File: config.mk
export PLATFORM = sky130hd
export DESIGN_NAME = terl_top
export DESIGN_NICKNAME = d
export VERILOG_FILES = /design/src/hw/terl_pkg.sv /design/src/hw/terl_top.sv /design/src/hw/terl_route.sv
export SDC_FILE = /design/constraint.sdc
export NUM_CORES = 1
export LEC_CHECK = 0
export ABC_AREA = 1
export BUFFER_PORTS_ARGS = -buffer_cell sky130_fd_sc_hd__buf_2
export CAP_MARGIN = 10
export CORE_UTILIZATION = 45
export CTS_BUF_LIST = sky130_fd_sc_hd__clkbuf_4 sky130_fd_sc_hd__clkbuf_8
export CTS_CLUSTER_SIZE = 12
export DETAILED_ROUTE_END_ITERATION = 6
export PLACE_DENSITY = 0.68
export SETUP_SLACK_MARGIN = 0.2
export SLEW_MARGIN = 20
export SYNTH_ARGS = -nofsm -noshare
export SYNTH_HDL_FRONTEND = slang
export SYNTH_SLANG_ARGS = --single-unit
File: constraint.sdc
create_clock -name clock -period 10.5 [get_ports clock]
set_input_delay 0 -clock clock [delete_from_list [all_inputs] [get_ports clock]]
set_output_delay 0 -clock clock [all_outputs]
set_load 0.01 [all_outputs]
File: src/hw/terl_pkg.sv
// package of constants and carrier types for the timer event and request logic
// assumes a 32-bit apb master and one bus clock
// Functional notes
// - dma enable bit 7 routes enabled events to dma, else to interrupt
// - wide step bit 0: tick adds 1, or 65537 when set
// - in wide step mode upper counter half equals lower half
// - compare always uses all 32 counter bits against compare value
// - event flags set regardless of dma or reference enable; edge select 00 stops capture flag
// - writing 1 clears a flag, 0 leaves it; each flag clears on its own bit
// - dma acknowledge clears both flags when dma requests are in use
// - reference flag bit 1 sets when counter equals compare value
// - reference flag requests only with its enable; irq or dma per dma bit
// - capture flag with edge select 00 makes no request
// - capture flag with edge select 01 or 10 requests irq or dma
// - capture flag with edge select 11 requests irq or dma
// - interrupt request drops once causing flags clear
// - edge select: 00 off, 01 rising, 10 falling, 11 any edge
// - reference enable gates only reference requests, not capture ones
// - capture flag is bit 0, so writing 0x03 clears both flags
package terl_pkg;
    // ****************************************
    // register map
    // ****************************************
    localparam logic [11:0] ADDR_MODE = 12'h000;
    localparam logic [11:0] ADDR_EVENT = 12'h004;
    localparam logic [11:0] ADDR_CTRL = 12'h008;
    localparam logic [11:0] ADDR_COMPARE = 12'h00c;
    localparam logic [11:0] ADDR_COUNTER = 12'h010;
    localparam logic [11:0] ADDR_IRQ_STATUS = 12'h014;
    localparam logic [11:0] ADDR_IRQ_ENABLE = 12'h018;
    localparam logic [11:0] ADDR_IRQ_CLEAR = 12'h01c;
    localparam int BIT_DMA_EN = 7;
    localparam int BIT_WIDE = 0;
    localparam int BIT_REF = 1;
    localparam int BIT_CAP = 0;
    localparam logic [7:0] MODE_MASK = 8'h81;
    localparam int CTRL_REF_EN = 0;
    localparam int CTRL_EDGE_LO = 1;
    localparam logic [7:0] MODE_RESET = 8'h00;
    localparam logic [31:0] COMPARE_RESET = 32'hffffffff;
    localparam logic [31:0] STEP_NARROW = 32'h00000001;
    localparam logic [31:0] STEP_WIDE = 32'h00010001;
    localparam int HALF = 16;
    // ****************************************
    // types
    // ****************************************
    typedef enum logic [1:0] {EDGE_OFF, EDGE_RISE, EDGE_FALL, EDGE_ANY} terl_edge_e;
    typedef struct packed {
        logic [11:0] paddr;
        logic psel;
        logic penable;
        logic pwrite;
        logic [31:0] pwdata;
    } terl_apb_req_s;
    typedef struct packed {
        logic [31:0] prdata;
        logic pready;
        logic pslverr;
    } terl_apb_rsp_s;
    typedef struct packed {
        logic irqReq;
        logic dmaReq;
    } terl_req_s;
    typedef struct packed {
        logic [7:0] mode;
        logic [1:0] flags;
        logic refEnable;
        terl_edge_e edgeSel;
        logic [31:0] compare;
        logic [31:0] counter;
        logic [1:0] irqStatus;
        logic [1:0] irqEnable;
        logic [2:0] pinSync;
        terl_apb_rsp_s rsp;
        terl_req_s req;
        logic irq;
    } terl_state_s;
endpackage

File: src/hw/terl_top.sv
// top of timer event request logic: apb registers, counter, flags, requests
// assumes apb master on clock, tick and capture pin from outside domain logic
//
// The APB slave port and the register addresses were chosen for this implementation.
`timescale 1ns/10ps
`default_nettype none
module terl_top
    import terl_pkg::*;
(
    input wire logic clock,
    input wire logic nrst,
    input wire terl_pkg::terl_apb_req_s apbReq,
    output terl_pkg::terl_apb_rsp_s apbRsp,
    input wire logic tick,
    input wire logic timerInputPin,
    input wire logic dmaAck,
    output logic irqReq,
    output logic dmaReq,
    output logic irq
);
    // ****************************************
    // reset release
    // ****************************************
    logic [1:0] rstSync;
    logic rstN;
    // synchronise reset release
    always_ff @(posedge clock or negedge nrst) begin
        if (!nrst) begin
            rstSync <= 2'h0;
        end else begin
            rstSync <= {rstSync[0], 1'b1};
        end
    end
    assign rstN = rstSync[1];

    // ****************************************
    // state
    // ****************************************
    terl_state_s st;
    terl_state_s next_st;
    terl_req_s route;
    logic wr;
    logic rd;
    logic refHit;
    logic capHit;
    logic pinNow;
    logic pinOld;
    logic [1:0] w1c;
    logic [1:0] ackClr;

    // request mapping
    terl_route u_route (
        .flags(st.flags),
        .dmaEnable(st.mode[BIT_DMA_EN]),
        .refEnable(st.refEnable),
        .edgeSel(st.edgeSel),
        .req(route)
    );

    // decode strobes and events
    assign wr = apbReq.psel & apbReq.penable & apbReq.pwrite;
    assign rd = apbReq.psel & ~apbReq.penable & ~apbReq.pwrite;
    assign pinNow = st.pinSync[1];
    assign pinOld = st.pinSync[2];
    // full 32-bit compare at the tick
    assign refHit = tick & (st.counter == st.compare);
    // edge detect per edge select
    always_comb begin
        unique case (st.edgeSel)
            EDGE_OFF: capHit = 1'b0;
            EDGE_RISE: capHit = pinNow & ~pinOld;
            EDGE_FALL: capHit = ~pinNow & pinOld;
            EDGE_ANY: capHit = pinNow ^ pinOld;
        endcase
    end
    // write one to clear, and dma acknowledge clears both while dma is enabled
    assign w1c = (wr && apbReq.paddr == ADDR_EVENT) ? apbReq.pwdata[1:0] : 2'h0;
    assign ackClr = (dmaAck & st.mode[BIT_DMA_EN]) ? 2'h3 : 2'h0;

    // next state
    always_comb begin
        logic [1:0] evt;
        logic [31:0] stepped;
        evt = 2'h0;
        stepped = 32'h0;
        next_st = st;
        next_st.pinSync = {st.pinSync[1:0], timerInputPin};
        evt[BIT_REF] = refHit;
        evt[BIT_CAP] = capHit;
        // counter step, wide mode mirrors halves
        if (tick) begin
            stepped = st.counter + (st.mode[BIT_WIDE] ? STEP_WIDE : STEP_NARROW);
            if (st.mode[BIT_WIDE]) begin
                stepped[31:HALF] = stepped[HALF-1:0];
            end
            next_st.counter = stepped;
        end
        // flags set win over clears, independent of enables
        next_st.flags = (st.flags & ~(w1c | ackClr)) | evt;
        next_st.irqStatus = (st.irqStatus & ~((wr && apbReq.paddr == ADDR_IRQ_CLEAR) ?
            apbReq.pwdata[1:0] : 2'h0)) | evt;
        // register writes
        if (wr) begin
            unique case (apbReq.paddr)
                ADDR_MODE: next_st.mode = apbReq.pwdata[7:0] & MODE_MASK;
                ADDR_CTRL: begin
                    next_st.refEnable = apbReq.pwdata[CTRL_REF_EN];
                    next_st.edgeSel = terl_edge_e'(apbReq.pwdata[CTRL_EDGE_LO+1:CTRL_EDGE_LO]);
                end
                ADDR_COMPARE: next_st.compare = apbReq.pwdata;
                ADDR_COUNTER: next_st.counter = 32'h0;
                ADDR_IRQ_ENABLE: next_st.irqEnable = apbReq.pwdata[1:0];
                default: ;
            endcase
        end
        // wide mode keeps the halves mirrored at all times, also right after the mode is set
        if (next_st.mode[BIT_WIDE]) begin
            next_st.counter[31:HALF] = next_st.counter[HALF-1:0];
        end
        // read data in setup, ready in access
        next_st.rsp.pready = apbReq.psel & ~apbReq.penable;
        next_st.rsp.pslverr = 1'b0;
        if (rd) begin
            unique case (apbReq.paddr)
                ADDR_MODE: next_st.rsp.prdata = {24'h0, st.mode};
                ADDR_EVENT: next_st.rsp.prdata = {30'h0, st.flags};
                ADDR_CTRL: next_st.rsp.prdata = {29'h0, st.edgeSel, st.refEnable};
                ADDR_COMPARE: next_st.rsp.prdata = st.compare;
                ADDR_COUNTER: next_st.rsp.prdata = st.counter;
                ADDR_IRQ_STATUS: next_st.rsp.prdata = {30'h0, st.irqStatus};
                ADDR_IRQ_ENABLE: next_st.rsp.prdata = {30'h0, st.irqEnable};
                default: next_st.rsp.prdata = 32'h0;
            endcase
        end else if (!apbReq.psel) begin
            next_st.rsp.prdata = 32'h0;
        end
        // requests follow the flags one cycle later
        next_st.req = route;
        next_st.irq = |(st.irqStatus & st.irqEnable);
    end

    // register all state
    always_ff @(posedge clock or negedge rstN) begin
        if (!rstN) begin
            st <= '{mode: MODE_RESET, flags: 2'h0, refEnable: 1'b0, edgeSel: EDGE_OFF,
                compare: COMPARE_RESET, counter: 32'h0, irqStatus: 2'h0, irqEnable: 2'h0,
                pinSync: 3'h0, rsp: '0, req: '0, irq: 1'b0};
        end else begin
            st <= next_st;
        end
    end

    assign apbRsp = st.rsp;
    assign irqReq = st.req.irqReq;
    assign dmaReq = st.req.dmaReq;
    assign irq = st.irq;

    // ****************************************
    // checks
    // ****************************************
    chk_ref_set: assert property (@(posedge clock) disable iff (!rstN) refHit |=> st.flags[BIT_REF])
        else $error("reference flag not set on match");
    chk_cap_set: assert property (@(posedge clock) disable iff (!rstN) capHit |=> st.flags[BIT_CAP])
        else $error("capture flag not set on edge");
    chk_w1c_clear: assert property (@(posedge clock) disable iff (!rstN)
        (w1c[BIT_REF] && !refHit) |=> !st.flags[BIT_REF])
        else $error("write one did not clear flag");
    chk_ack_clear: assert property (@(posedge clock) disable iff (!rstN)
        (dmaAck && st.mode[BIT_DMA_EN] && !refHit && !capHit) |=> st.flags == 2'h0)
        else $error("dma acknowledge did not clear flags");
    chk_wide_mirror: assert property (@(posedge clock) disable iff (!rstN)
        st.mode[BIT_WIDE] |-> st.counter[31:HALF] == st.counter[HALF-1:0])
        else $error("wide step halves differ");
    chk_step_one: assert property (@(posedge clock) disable iff (!rstN)
        (tick && !st.mode[BIT_WIDE] && !wr) |=> st.counter == $past(st.counter) + STEP_NARROW)
        else $error("narrow step wrong");
    chk_ref_gate: assert property (@(posedge clock) disable iff (!rstN)
        (st.flags == 2'h2 && !st.refEnable) |=> !(st.req.irqReq || st.req.dmaReq))
        else $error("reference request without enable");
    chk_cap_off: assert property (@(posedge clock) disable iff (!rstN)
        (st.flags == 2'h1 && st.edgeSel == EDGE_OFF) |=> !(st.req.irqReq || st.req.dmaReq))
        else $error("capture request with edge select off");
    chk_irq_route: assert property (@(posedge clock) disable iff (!rstN)
        (st.flags[BIT_CAP] && st.edgeSel != EDGE_OFF && !st.mode[BIT_DMA_EN]) |=> st.req.irqReq)
        else $error("capture interrupt missing");
    chk_dma_route: assert property (@(posedge clock) disable iff (!rstN)
        (st.flags[BIT_CAP] && st.edgeSel == EDGE_ANY && st.mode[BIT_DMA_EN]) |=> st.req.dmaReq && !st.req.irqReq)
        else $error("capture dma missing");
    chk_irq_drop: assert property (@(posedge clock) disable iff (!rstN)
        (st.flags == 2'h0) |=> !st.req.irqReq && !st.req.dmaReq)
        else $error("request held after flags cleared");
endmodule
`default_nettype wire

File: src/hw/terl_route.sv
// request router: maps flags and enables onto interrupt or dma request
// assumes all inputs are registered state of the same clock
`timescale 1ns/10ps
`default_nettype none
module terl_route
    import terl_pkg::*;
(
    input wire logic [1:0] flags,
    input wire logic dmaEnable,
    input wire logic refEnable,
    input wire terl_pkg::terl_edge_e edgeSel,
    output terl_pkg::terl_req_s req
);
    logic refWant;
    logic capWant;
    // reference request gated only by its own enable
    assign refWant = flags[BIT_REF] & refEnable;
    // capture request needs a non-off edge select
    assign capWant = flags[BIT_CAP] & (edgeSel != EDGE_OFF);
    // steer to dma or interrupt
    assign req.dmaReq = (refWant | capWant) & dmaEnable;
    assign req.irqReq = (refWant | capWant) & ~dmaEnable;
endmodule
`default_nettype wire

==> impl_results.md <==
- DIE WIDTH: around 130 um
- Pleak: around 4.3 nW
- Diode count: 0
- Setup WS post-layout: between 8 and 9 ns
- Area growth from synthesis to layout: 15.9%
- Final Setup Violations: 0
- Max Transition Viols Final: 0
- Final antenna-violating net count: 0
- Synthesized area: 0.00703 mm2
- Syn. warnings: 0
- Critical path type: flop to flop
- DR pass1 iterations: 5
- Avg Cell Area, Syn: about 7.5 um2
- Syn_nets: between 900 and 1000
- Postcts setup bufs: 0
- Minimum clock period: between 2 and 2.5 ns
- Share of layout cells above drive strength 1: 0.188
- Worst slack, placed: 8.21 ns
- Via density: 5.23
- Clk slew on worst S/H paths: about 0.07 ns
- Seq/Total Area, Yosys: 0.418
- Row cnt: 45
- Total Routing Usage GR: 0.259
- Longest Clk Path Bufs: 2
- Final Skew: 0.0102 ns
- Worst hold path class: primary input to flop
- Slew headroom: 0.370
- Max FO, Critical Path: 20
- Port Buf Inserts: just under 90
- CP Launch Type: flop
- Worst EP required: 10.83 ns
- DR iter-0 viols: about 530
- Endpoints failing hold: 0
- Final total power: around 0.0015 W
- Drt drc: 0
- Multi-input gate area: between 0.003 and 0.004 mm2
- Root Driver: clkbuf_8
- Commonest non-fill, non-tap cell in the layout: nand2_1
- Flops & latches, synth: between 100 and 150
- VDD IR max: between 0.09 and 0.1 mV
- Max cap viols: 0
- Final WL: 19400 um
- TritonCTS Buffers: 17
- Final worst path period share: 0.223
- RSZ-0062 raised after global routing: no
- Final setup TNS: 0 ns
- H-Tree Depth: 4
- Highest clock rate: 0.428 GHz
- Final HPWL DP: between 10000 and 15000 um
- Outcome: completed
- Crit. End Element: flop
- Die Area: 0.0161 mm2
- First-pass GRT wire length: approximately 32000 um
- Top Ports: between 80 and 90
- Wire per inst: ~16 um
- CTS tree: done
- Sequential Area: just under 0.003 mm2
- Die Height: around 130 um
- Initial antenna violation count: 0
- Largest net degree at the start of global routing: 65
- Power Dens Cells: 186 mW/mm2
- Initial Utilization: 0.463
- # nets final: 1082
- Crit path DAT: 2.67 ns
- Highest-count cells in the layout ignoring fill and taps: nand2_1, inv_1, buf_2
- GRT overflow: 0
- Gpl congestion: around 0.94
- Total number of vias: around 6400
- Post-Synthesis Cells: 939
- Filler instances: 1414
- Clk Latency, worst-skew pair: between 0.4 and 0.5 ns
- Core area: 0.0152 mm2
- Vias in the first global route: roughly 6300
- Synth cell types: 37
- Worst-Margin Slew: 0.944 ns
- CTS Sinks: 116
-- flip-flops by register name (all words and copies together), names as in the netlist --
signal,cells
apbRsp,33
dmaReq,1
irq,1
irqReq,1
next_st,2
pinOld,1
rstSync,2
st,75
-- worst max-delay path, stage by stage, from the launching register on --
cell,delay [ns]
dfrtp_1,0.65
inv_1,0.47
o21ai_2,0.72
nor2_4,0.19
nand2_1,0.12
nand2_1,0.06
-- layer usage --
| metal | vias to the layer above | global-route usage | part of all wire | routed length (um) |
|---|---|---|---|---|
| met1 | 2955 | 0.350 | 0.45 | 8800 |
| met3 | 36 | 0.0683 | 0.080 | 1540 |
| li1 | 3176 | - | - | - |
| met4 | 0 | 0.102 | 0.023 | 454 |
| met2 | 246 | 0.396 | 0.44 | 8560 |
| met5 | - | 0 | 0 | 0 |
-- worst paths after layout --
kind | from | endpoint | slack [ns] | cells after the start
max | st[113]$_DFF_PN0_ | st[67]$_DFF_PN0_ | 8.16 | 5
min | apbReq[37] | st[111]$_DFF_PN0_ | 0.05 | 6
max reg2reg | st[113]$_DFF_PN0_ | st[67]$_DFF_PN0_ | 8.16 | 5
min reg2reg | rstSync[1]$_DFF_PN0_ | next_st[39]$_DFF_PN0_ | 0.36 | 0
max in group asynchronous | rstSync[1]$_DFF_PN0_ | apbRsp[18]$_DFFE_PN0P_ | 8.91 | 1
min in group asynchronous | rstSync[1]$_DFF_PN0_ | next_st[39]$_DFF_PN0_ | 0.36 | 0
-- power by group --
part | internal [W] | total [W] | switching (W) | leakage [nW]
registers | 0.000496 | 0.000600 | 0.000104 | 1.35
logic | 0.000160 | 0.000487 | 0.000327 | 2.74
clock network | 0.000249 | 0.000430 | 0.000181 | 0.206
-- metrics by stage --
stage               hold slack (ns)   util  std cells  instance area [um2]
floorplan                    -0.296      -        939                 7030
global placement             -0.215  0.482       1154                 7330
detailed placement           -0.207  0.482       1154                 7330
CTS                         0.00734  0.536       1227                 8150
global route                 0.0973  0.536       1227                 8150
finish                       0.0520  0.536       1227                 8150
-- synth_stat cells (all sizes together) --
cell type / count / share of area
a211oi: 5 / 0.0053
a21o: 1 / 0.0011
a21oi: 22 / 0.016
a22o: 28 / 0.035
buf: 43 / 0.046
clkbuf: 19 / 0.011
conb: 2 / 0.0011
dfrtp: 84 / 0.30
dfstp: 32 / 0.12
ha: 4 / 0.0071
inv: 102 / 0.054
mux2: 29 / 0.046
nand2: 315 / 0.17
nand3: 49 / 0.035
nand3b: 2 / 0.0021
nand4: 11 / 0.0098
nor2: 85 / 0.048
nor3: 8 / 0.0073
o2111ai: 3 / 0.0037
o211ai: 4 / 0.0043
o21a: 1 / 0.0011
o21ai: 47 / 0.034
o22ai: 24 / 0.021
or2: 1 / 0.00089
xnor2: 7 / 0.0087
xor2: 11 / 0.014
-- final cells by class --
| type | instances | share of cell area |
|---|---|---|
| tap | 188 | 0.0289 |
| timing repair buffer | 130 | 0.106 |
| sequential | 116 | 0.361 |
| inverter | 102 | 0.0470 |
| clock buffer | 22 | 0.0341 |
| multi-input combinational | 659 | 0.407 |
| clock inverter | 10 | 0.0163 |
-- logic make-up (layout without fill, tap and decap cells) --
logic type               after synthesis  in the layout  share of synthesized area
AND/OR/NAND/NOR                      471            471                      0.272
adder cells (fa/ha/maj)                4              4                    0.00712
AO/OA/AOI/OAI                        135            135                      0.121
XOR/XNOR                              18             18                     0.0224
buffers and inverters                164            264                      0.111
flip-flops                           116            116                      0.418
multiplexers                          29             29                     0.0464
other                                  2              2                    0.00107
-- timing repair --
action                                 CTS  global route
setup endpoints to repair                0             0
gates resized for setup                  0             0
hold buffers                            41             0
endpoints found under the hold margin   48             0
(Power assumes the default switching activity.)
